--- src/ddo_pkg.sv ---
// Constants for the dither and manual offset register group.
// Assumes an 8-bit page-0 register address and 8-bit data from the control port.
package ddo_pkg;
   localparam logic [7:0] DDO_ADDR_DITHER_A   = 8'h4b;
   localparam logic [7:0] DDO_ADDR_DITHER_B   = 8'h4c;
   localparam logic [7:0] DDO_ADDR_LEFT_OFS   = 8'h4e;
   localparam logic [7:0] DDO_ADDR_RIGHT_OFS  = 8'h4f;
   localparam logic [7:0] DDO_ADDR_SPARE_A    = 8'h50;
   localparam logic [7:0] DDO_ADDR_SPARE_B    = 8'h51;
   localparam logic [7:0] DDO_ADDR_PIN1_SEL   = 8'h52;
   localparam logic [7:0] DDO_RESET_VALUE     = 8'h00;
   localparam int         DDO_SEL_LSB         = 0;
   localparam int         DDO_SEL_WIDTH       = 5;
   localparam int         DDO_DITHER_WIDTH    = 16;
   localparam int         DDO_OFS_WIDTH       = 8;
   localparam int         DDO_OFS_FRAC_BITS   = 2;
endpackage : ddo_pkg

--- src/ddo_pin_mux.sv ---
// Output selector for general-purpose pin 1.
// Assumes the source vector is already synchronous to clk.
`timescale 1ns/1ps
`default_nettype none
module ddo_pin_mux #(
   parameter int SEL_WIDTH = 5
) (
   input  wire logic                      clk,
   input  wire logic                      rst,
   input  wire logic [SEL_WIDTH-1:0]      sel,
   input  wire logic [(1<<SEL_WIDTH)-1:0] sources,
   input  wire logic                      output_mode,
   output logic                           pin_out,
   output logic                           pin_oe
);
   always_ff @(posedge clk or posedge rst) begin
      if (rst) begin
         pin_out <= 1'b0;
         pin_oe  <= 1'b0;
      end else begin
         // Undefined codes are tied to zero by the caller in the source vector.
         pin_out <= output_mode ? sources[sel] : 1'b0;
         pin_oe  <= output_mode;
      end
   end
endmodule // ddo_pin_mux
`default_nettype wire

--- src/ddo_regs.sv ---
// Dither and manual DC offset registers with the pin 1 output selector.
// Assumes the control-port slave delivers single-cycle read and write strobes on clk.
// Assumes pin 1's output mode comes from the pin direction settings held elsewhere.
//
// What this block and its host model do
// Dither byte pair is unsigned Q0.11 fraction.
// Code zero adds nothing; LSB is 2^-11 unit.
// Dither goes only to right secondary modulator.
// Left offset is minus code over four mV.
// Right offset uses same scaling, own byte.
// Offset byte is two's complement, quarter-mV steps.
// Pin shows selection only in output mode.
// Host writes zero to reserved bits.
`timescale 1ns/1ps
`default_nettype none
module ddo_regs
   import ddo_pkg::*;
#(
   parameter int SEL_WIDTH = ddo_pkg::DDO_SEL_WIDTH
) (
   input  wire logic                           clk,
   input  wire logic                           rst,
   input  wire logic [7:0]                     reg_addr,
   input  wire logic [7:0]                     reg_wdata,
   input  wire logic                           reg_write,
   input  wire logic                           reg_read,
   output logic [7:0]                          reg_rdata,
   output logic                                reg_hit,
   input  wire logic [(1<<SEL_WIDTH)-1:0]      pin1_sources,
   input  wire logic                           pin1_output_mode,
   output logic [ddo_pkg::DDO_DITHER_WIDTH-1:0] right_secondary_dc_dither,
   output logic signed [ddo_pkg::DDO_OFS_WIDTH:0] left_manual_offset,
   output logic signed [ddo_pkg::DDO_OFS_WIDTH:0] right_manual_offset,
   output logic                                pin1_out,
   output logic                                pin1_oe
);
   import ddo_pkg::*;

   // Every register clears to zero, so no dither or offset reaches the datapath after reset.
   logic [7:0] right_secondary_dc_dither_a;
   logic [7:0] right_secondary_dc_dither_b;
   logic [7:0] left_manual_dc_offset;
   logic [7:0] right_manual_dc_offset;
   logic [7:0] spare_reg_a;
   logic [7:0] spare_reg_b;
   logic [7:0] pin1_output_select;
   logic [7:0] read_value;

   // One decoded strobe per register keeps every storage process to one concern.
   logic       write_dither_a;
   logic       write_dither_b;
   logic       write_left_ofs;
   logic       write_right_ofs;
   logic       write_spare_a;
   logic       write_spare_b;
   logic       write_pin1_sel;

   assign write_dither_a  = reg_write && (reg_addr == DDO_ADDR_DITHER_A);
   assign write_dither_b  = reg_write && (reg_addr == DDO_ADDR_DITHER_B);
   assign write_left_ofs  = reg_write && (reg_addr == DDO_ADDR_LEFT_OFS);
   assign write_right_ofs = reg_write && (reg_addr == DDO_ADDR_RIGHT_OFS);
   assign write_spare_a   = reg_write && (reg_addr == DDO_ADDR_SPARE_A);
   assign write_spare_b   = reg_write && (reg_addr == DDO_ADDR_SPARE_B);
   assign write_pin1_sel  = reg_write && (reg_addr == DDO_ADDR_PIN1_SEL);

   // Offset in quarter millivolts is the negated signed code; widened so 0x80 gives +128.
   function automatic logic signed [DDO_OFS_WIDTH:0] neg_offset(input logic [7:0] code);
      logic signed [DDO_OFS_WIDTH:0] wide;
      wide = {code[7], code};
      return -wide;
   endfunction

   // Address 0x4d sits inside the range but belongs to no register here, so the
   // mapped addresses are listed one by one rather than tested as a range.
   function automatic logic hit(input logic [7:0] a);
      case (a)
         DDO_ADDR_DITHER_A,
         DDO_ADDR_DITHER_B,
         DDO_ADDR_LEFT_OFS,
         DDO_ADDR_RIGHT_OFS,
         DDO_ADDR_SPARE_A,
         DDO_ADDR_SPARE_B,
         DDO_ADDR_PIN1_SEL: return 1'b1;
         default:           return 1'b0;
      endcase
   endfunction

   always_ff @(posedge clk or posedge rst) begin
      if (rst) begin
         right_secondary_dc_dither_a <= DDO_RESET_VALUE;
      end else if (write_dither_a) begin
         right_secondary_dc_dither_a <= reg_wdata;
      end
   end

   always_ff @(posedge clk or posedge rst) begin
      if (rst) begin
         right_secondary_dc_dither_b <= DDO_RESET_VALUE;
      end else if (write_dither_b) begin
         right_secondary_dc_dither_b <= reg_wdata;
      end
   end

   always_ff @(posedge clk or posedge rst) begin
      if (rst) begin
         left_manual_dc_offset <= DDO_RESET_VALUE;
      end else if (write_left_ofs) begin
         left_manual_dc_offset <= reg_wdata;
      end
   end

   always_ff @(posedge clk or posedge rst) begin
      if (rst) begin
         right_manual_dc_offset <= DDO_RESET_VALUE;
      end else if (write_right_ofs) begin
         right_manual_dc_offset <= reg_wdata;
      end
   end

   // Reserved registers keep what is written so read-modify-write is harmless.
   always_ff @(posedge clk or posedge rst) begin
      if (rst) begin
         spare_reg_a <= DDO_RESET_VALUE;
      end else if (write_spare_a) begin
         spare_reg_a <= reg_wdata;
      end
   end

   always_ff @(posedge clk or posedge rst) begin
      if (rst) begin
         spare_reg_b <= DDO_RESET_VALUE;
      end else if (write_spare_b) begin
         spare_reg_b <= reg_wdata;
      end
   end

   always_ff @(posedge clk or posedge rst) begin
      if (rst) begin
         pin1_output_select <= DDO_RESET_VALUE;
      end else if (write_pin1_sel) begin
         pin1_output_select <= reg_wdata;
      end
   end

   always_ff @(posedge clk or posedge rst) begin
      if (rst) begin
         reg_rdata <= 8'h00;
      end else if (reg_read) begin
         reg_rdata <= read_value;
      end
   end

   always_ff @(posedge clk or posedge rst) begin
      if (rst) begin
         reg_hit <= 1'b0;
      end else if (reg_read) begin
         reg_hit <= hit(reg_addr);
      end
   end

   // Read data comes from the registers as they stand before the edge, so a write
   // in the same cycle as a read returns the value held before that write.
   always_comb begin
      read_value = 8'h00;
      case (reg_addr)
         DDO_ADDR_DITHER_A:  read_value = right_secondary_dc_dither_a;
         DDO_ADDR_DITHER_B:  read_value = right_secondary_dc_dither_b;
         DDO_ADDR_LEFT_OFS:  read_value = left_manual_dc_offset;
         DDO_ADDR_RIGHT_OFS: read_value = right_manual_dc_offset;
         DDO_ADDR_SPARE_A:   read_value = spare_reg_a;
         DDO_ADDR_SPARE_B:   read_value = spare_reg_b;
         DDO_ADDR_PIN1_SEL:  read_value = pin1_output_select;
         default:            read_value = 8'h00;
      endcase
   end

   // The dither word feeds only the right secondary modulator's low part; it is
   // Q0.11 of one thirty-second full scale, so zero adds no dither at all.
   // The two bytes are written one at a time, so the word holds half of a new
   // setting for the cycles between the two writes.
   always_ff @(posedge clk or posedge rst) begin
      if (rst) begin
         right_secondary_dc_dither <= '0;
      end else begin
         right_secondary_dc_dither <= {right_secondary_dc_dither_a, right_secondary_dc_dither_b};
      end
   end

   always_ff @(posedge clk or posedge rst) begin
      if (rst) begin
         left_manual_offset <= '0;
      end else begin
         left_manual_offset <= neg_offset(left_manual_dc_offset);
      end
   end

   // The right channel has a process of its own, so its offset timing can be
   // changed later without touching the left channel.
   always_ff @(posedge clk or posedge rst) begin
      if (rst) begin
         right_manual_offset <= '0;
      end else begin
         right_manual_offset <= neg_offset(right_manual_dc_offset);
      end
   end

   // The output enable follows the mode alone, so a selected source that is tied
   // to zero drives the pin low rather than leaving it floating.
   ddo_pin_mux #(
      .SEL_WIDTH (SEL_WIDTH)
   ) u_pin1 (
      .clk         (clk),
      .rst         (rst),
      .sel         (pin1_output_select[DDO_SEL_LSB +: SEL_WIDTH]),
      .sources     (pin1_sources),
      .output_mode (pin1_output_mode),
      .pin_out     (pin1_out),
      .pin_oe      (pin1_oe)
   );
endmodule // ddo_regs
`default_nettype wire

--- config.mk ---
export PLATFORM = sky130hd
export DESIGN_NAME = ddo_regs
export DESIGN_NICKNAME = d
export VERILOG_FILES = /design/src/ddo_pkg.sv /design/src/ddo_pin_mux.sv /design/src/ddo_regs.sv
export SDC_FILE = /design/constraint.sdc
export NUM_CORES = 1
export LEC_CHECK = 0
export BUFFER_PORTS_ARGS = -buffer_cell sky130_fd_sc_hd__clkbuf_2
export CAP_MARGIN = 20
export CORE_ASPECT_RATIO = 1.4
export CORE_MARGIN = 5
export CORE_UTILIZATION = 58
export CTS_CLUSTER_DIAMETER = 120
export DETAILED_ROUTE_END_ITERATION = 8
export HOLD_SLACK_MARGIN = 0.02
export PLACE_DENSITY = 0.92
export SETUP_SLACK_MARGIN = 0.02
export SLEW_MARGIN = 15
export SYNTH_ARGS = -nofsm -noshare
export SYNTH_HDL_FRONTEND = slang
export SYNTH_SLANG_ARGS = --single-unit
--- constraint.sdc ---
create_clock -name clk -period 8.6 [get_ports clk]
set_input_delay 0.43 -clock clk [delete_from_list [all_inputs] [get_ports clk]]
set_output_delay 0.43 -clock clk [all_outputs]
set_load 0.02 [all_outputs]
==> results.py <==
metrics = {
    "critical_path": {
        "path_max_fanout": 31,
        "path_cells": "clkbuf_2 -> nor2_1 -> and3_1 -> mux2_2",
        "worst-setup-path-type": "in -> reg",
        "critPathCaptureType": "flop",
        "r2r_cells": 4,
        "critPathArrivalTime_ns": 2.24,
        "max_stage_delay_ns": 0.58,
        "cp.depth": 4,
        "cp_top_family": "simple AND/OR/NAND/NOR gates",
        "crit_buf_inv": 1,
        "worst_setup_path_start_kind": "input pin",
        "critPathRequiredTime_ns": 8.86,
        "cpMaxStageDelayCell": "nor2_1",
    },
    "sta": {
        "final-hold-violation-count": 0,
        "period_minus_slack_ns": 1.98,
        "slew_headroom_pct": 52.4,
        "skew_ns": 0.0102,
        "rsz0062_at_grt": "no",
        "period_share_pct": 23.0,
        "worst_slew_pin_slew_ns": 0.696,
        "fmax_mhz": 505,
        "setup_slack_ns": 6.62,
        "setup_tns_ns": 0,
        "setup_viol_count_final": 0,
        "drv_slew": 0,
    },
    "outcome": {
        "status": "complete, no violations",
    },
    "final_layout": {
        "nNetsFinal": 487,
        "area_delta_synth_final_pct": 17.8,
        "post_route_cells_drive_above_1_share_pct": 42.3,
        "final_common_cell": "dfrtp_1",
        "design_area_um2": 5330,
        "most-common-layout-cells": "101 x dfrtp_1, 97 x clkbuf_2, 55 x mux2_2",
        "ff_latch_area_um2": 2530,
        "multiInputGateArea_um2": 1840,
        "utilization_pct": 69.1,
        "antenna_cells": 0,
        "fillerInstances": 551,
    },
    "synthesis": {
        "synth_seq_cells": 101,
        "yosysSeqAreaShare_pct": 55.9,
        "synthCells": 340,
        "netlist_area_um2": 4520,
        "synthFlopType": "dfrtp_1",
        "synthDistinctLibCells": 45,
        "syn_avg_cell_area_um2": 13.3,
        "synthArstFlopShare_pct": 100,
        "synth-edff-count": 0,
        "synth_warnings": 0,
        "syn_nets": 395,
    },
    "pwr": {
        "p_leak_uw": 0.00259,
        "ir_drop_mv": 0.140,
        "p_per_area_nw_per_um2": 191,
    },
    "detailed_routing": {
        "drtIter0Drc": 279,
        "first_pass_iters": 5,
        "wl_per_cell_um": 19.4,
        "drt-total-wl_um": 10400,
        "viasPerCell": 5.88,
        "ant_nets": 0,
        "dr_total_vias": 3157,
        "drc": 0,
    },
    "global_routing": {
        "grt_overflow": 0,
        "grt_pass1_vias": 3307,
        "grt_usage_pct": 22.4,
        "grt_max_degree": 54,
        "grt_pass1_wl_um": 16700,
        "antenna_found_initial": 0,
    },
    "clock_network": {
        "cts_sinks": 101,
        "htree_levels": 3,
        "cts_root_buf": "clkbuf_8",
        "cts.clk_slew.worst_paths_ns": 0.09,
        "cts_resized": 0,
        "ctsHoldBuffers": 0,
        "cts_max_path_buffers": 2,
        "clock_latency_ns": 0.37,
        "cts_tree": "done",
        "cts_setup_buffers": 0,
        "cts_inserted_buffers": 9,
    },
    "floorplan": {
        "die_height_um": 114,
        "initial_core_util_pct": 58.7,
        "rows": 38,
        "die_width_um": 84.6,
        "fp.dieArea_um2": 9690,
        "io_pins": 98,
        "core_um2": 7700,
    },
    "place": {
        "place_area_um2": 5070,
        "port_buffers": 97,
        "place.gp.congestion": 0.842,
        "place_ws_ns": 6.28,
        "hpwl_um": 7610,
    },
    "job": {
        "cap_violations": 0,
    },
    "worst_hold_path": {
        "holdCritPathClass": "in -> async",
    },
}
-- worst paths after layout --
path                                                                  from                                          to  slack, ns
worst min register to register  right_secondary_dc_dither_a[1]$_DFFE_PP0P_      right_secondary_dc_dither[9]$_DFF_PP0_       0.41
worst min-delay path                                                   rst             left_manual_offset[2]$_DFF_PP0_       0.12
min in group clk                                          pin1_output_mode                     u_pin1.pin_oe$_DFF_PP0_       0.19
worst max register to register           pin1_output_select[0]$_DFFE_PP0P_                    u_pin1.pin_out$_DFF_PP0_       6.79
max in group asynchronous                                              rst            right_manual_offset[5]$_DFF_PP0_       7.44
worst max-delay path                                           reg_addr[0]  right_secondary_dc_dither_b[7]$_DFFE_PP0P_       6.62
-- metal layers --
layer | track usage [%] | share of wire, %
met1 | 27.9 | 40
met2 | 36.5 | 50
met3 | 5.04 | 6.0
met4 | 11.7 | 4.2
met5 | 0 | 0
-- flip-flops by register name, summed over array words and instances, names as in the netlist --
| register | flops |
|---|---|
| spare_reg_b | 8 |
| u_pin1.pin_oe | 1 |
| right_secondary_dc_dither_b | 8 |
| right_manual_offset | 9 |
| right_secondary_dc_dither | 16 |
| spare_reg_a | 8 |
| left_manual_offset | 9 |
| right_secondary_dc_dither_a | 8 |
| reg_rdata | 8 |
| u_pin1.pin_out | 1 |
| left_manual_dc_offset | 8 |
| reg_hit | 1 |
| pin1_output_select | 8 |
| right_manual_dc_offset | 8 |
-- cell type report --
type / count / area share [%]
sequential: 101 / 47.5
multi-input combinational: 202 / 34.6
timing repair buffer: 98 / 9.26
clock buffer: 13 / 3.17
tap: 100 / 2.35
clock inverter: 3 / 1.69
inverter: 20 / 1.46
-- synth_stat cells, types with 8 or more instances --
master     instances  area [um^2]
nor2_1            11         41.3
o22ai_1            8         50.1
dfrtp_1          101         2530
clkbuf_1          10         37.5
mux2i_1           11          110
nand3b_1          19          143
nand2_1           10         37.5
o2bb2ai_1          8         70.1
mux2_2            55          619
inv_1             20         75.1
-- cells by family (layout without fill, tap and decap cells) --
| logic type | after synthesis | count (layout) | share of synthesized area (%) |
|---|---|---|---|
| and+or+nand+nor | 65 | 65 | 9.36 |
| muxes | 74 | 74 | 19.9 |
| adders and majority gates | 2 | 2 | 0.553 |
| buffers and inverters | 37 | 134 | 3.32 |
| xor gates and xnor gates | 12 | 12 | 2.32 |
| DFF | 101 | 101 | 55.9 |
| AOI/OAI and AO/OA | 49 | 49 | 8.66 |
-- power by group --
group	total (uW)	internal [uW]	switching (uW)	leakage, uW
combinational	122	49.5	72.2	0.00113
clock	372	217	155	0.000130
sequential	522	503	19.4	0.00134
-- per-stage QoR --
stage / instances / hold slack (ns) / power (uW)
6_report: 537 / 0.117 / 1020
5_1_grt: 537 / 0.165 / 1060
4_1_cts: 537 / 0.138 / 1020
3_5_place_dp: 521 / 0.390 / 654
3_3_place_gp: 521 / 0.390 / 648
2_1_floorplan: 340 / 0.368 / 604
Power figures use the tool's default switching activity.
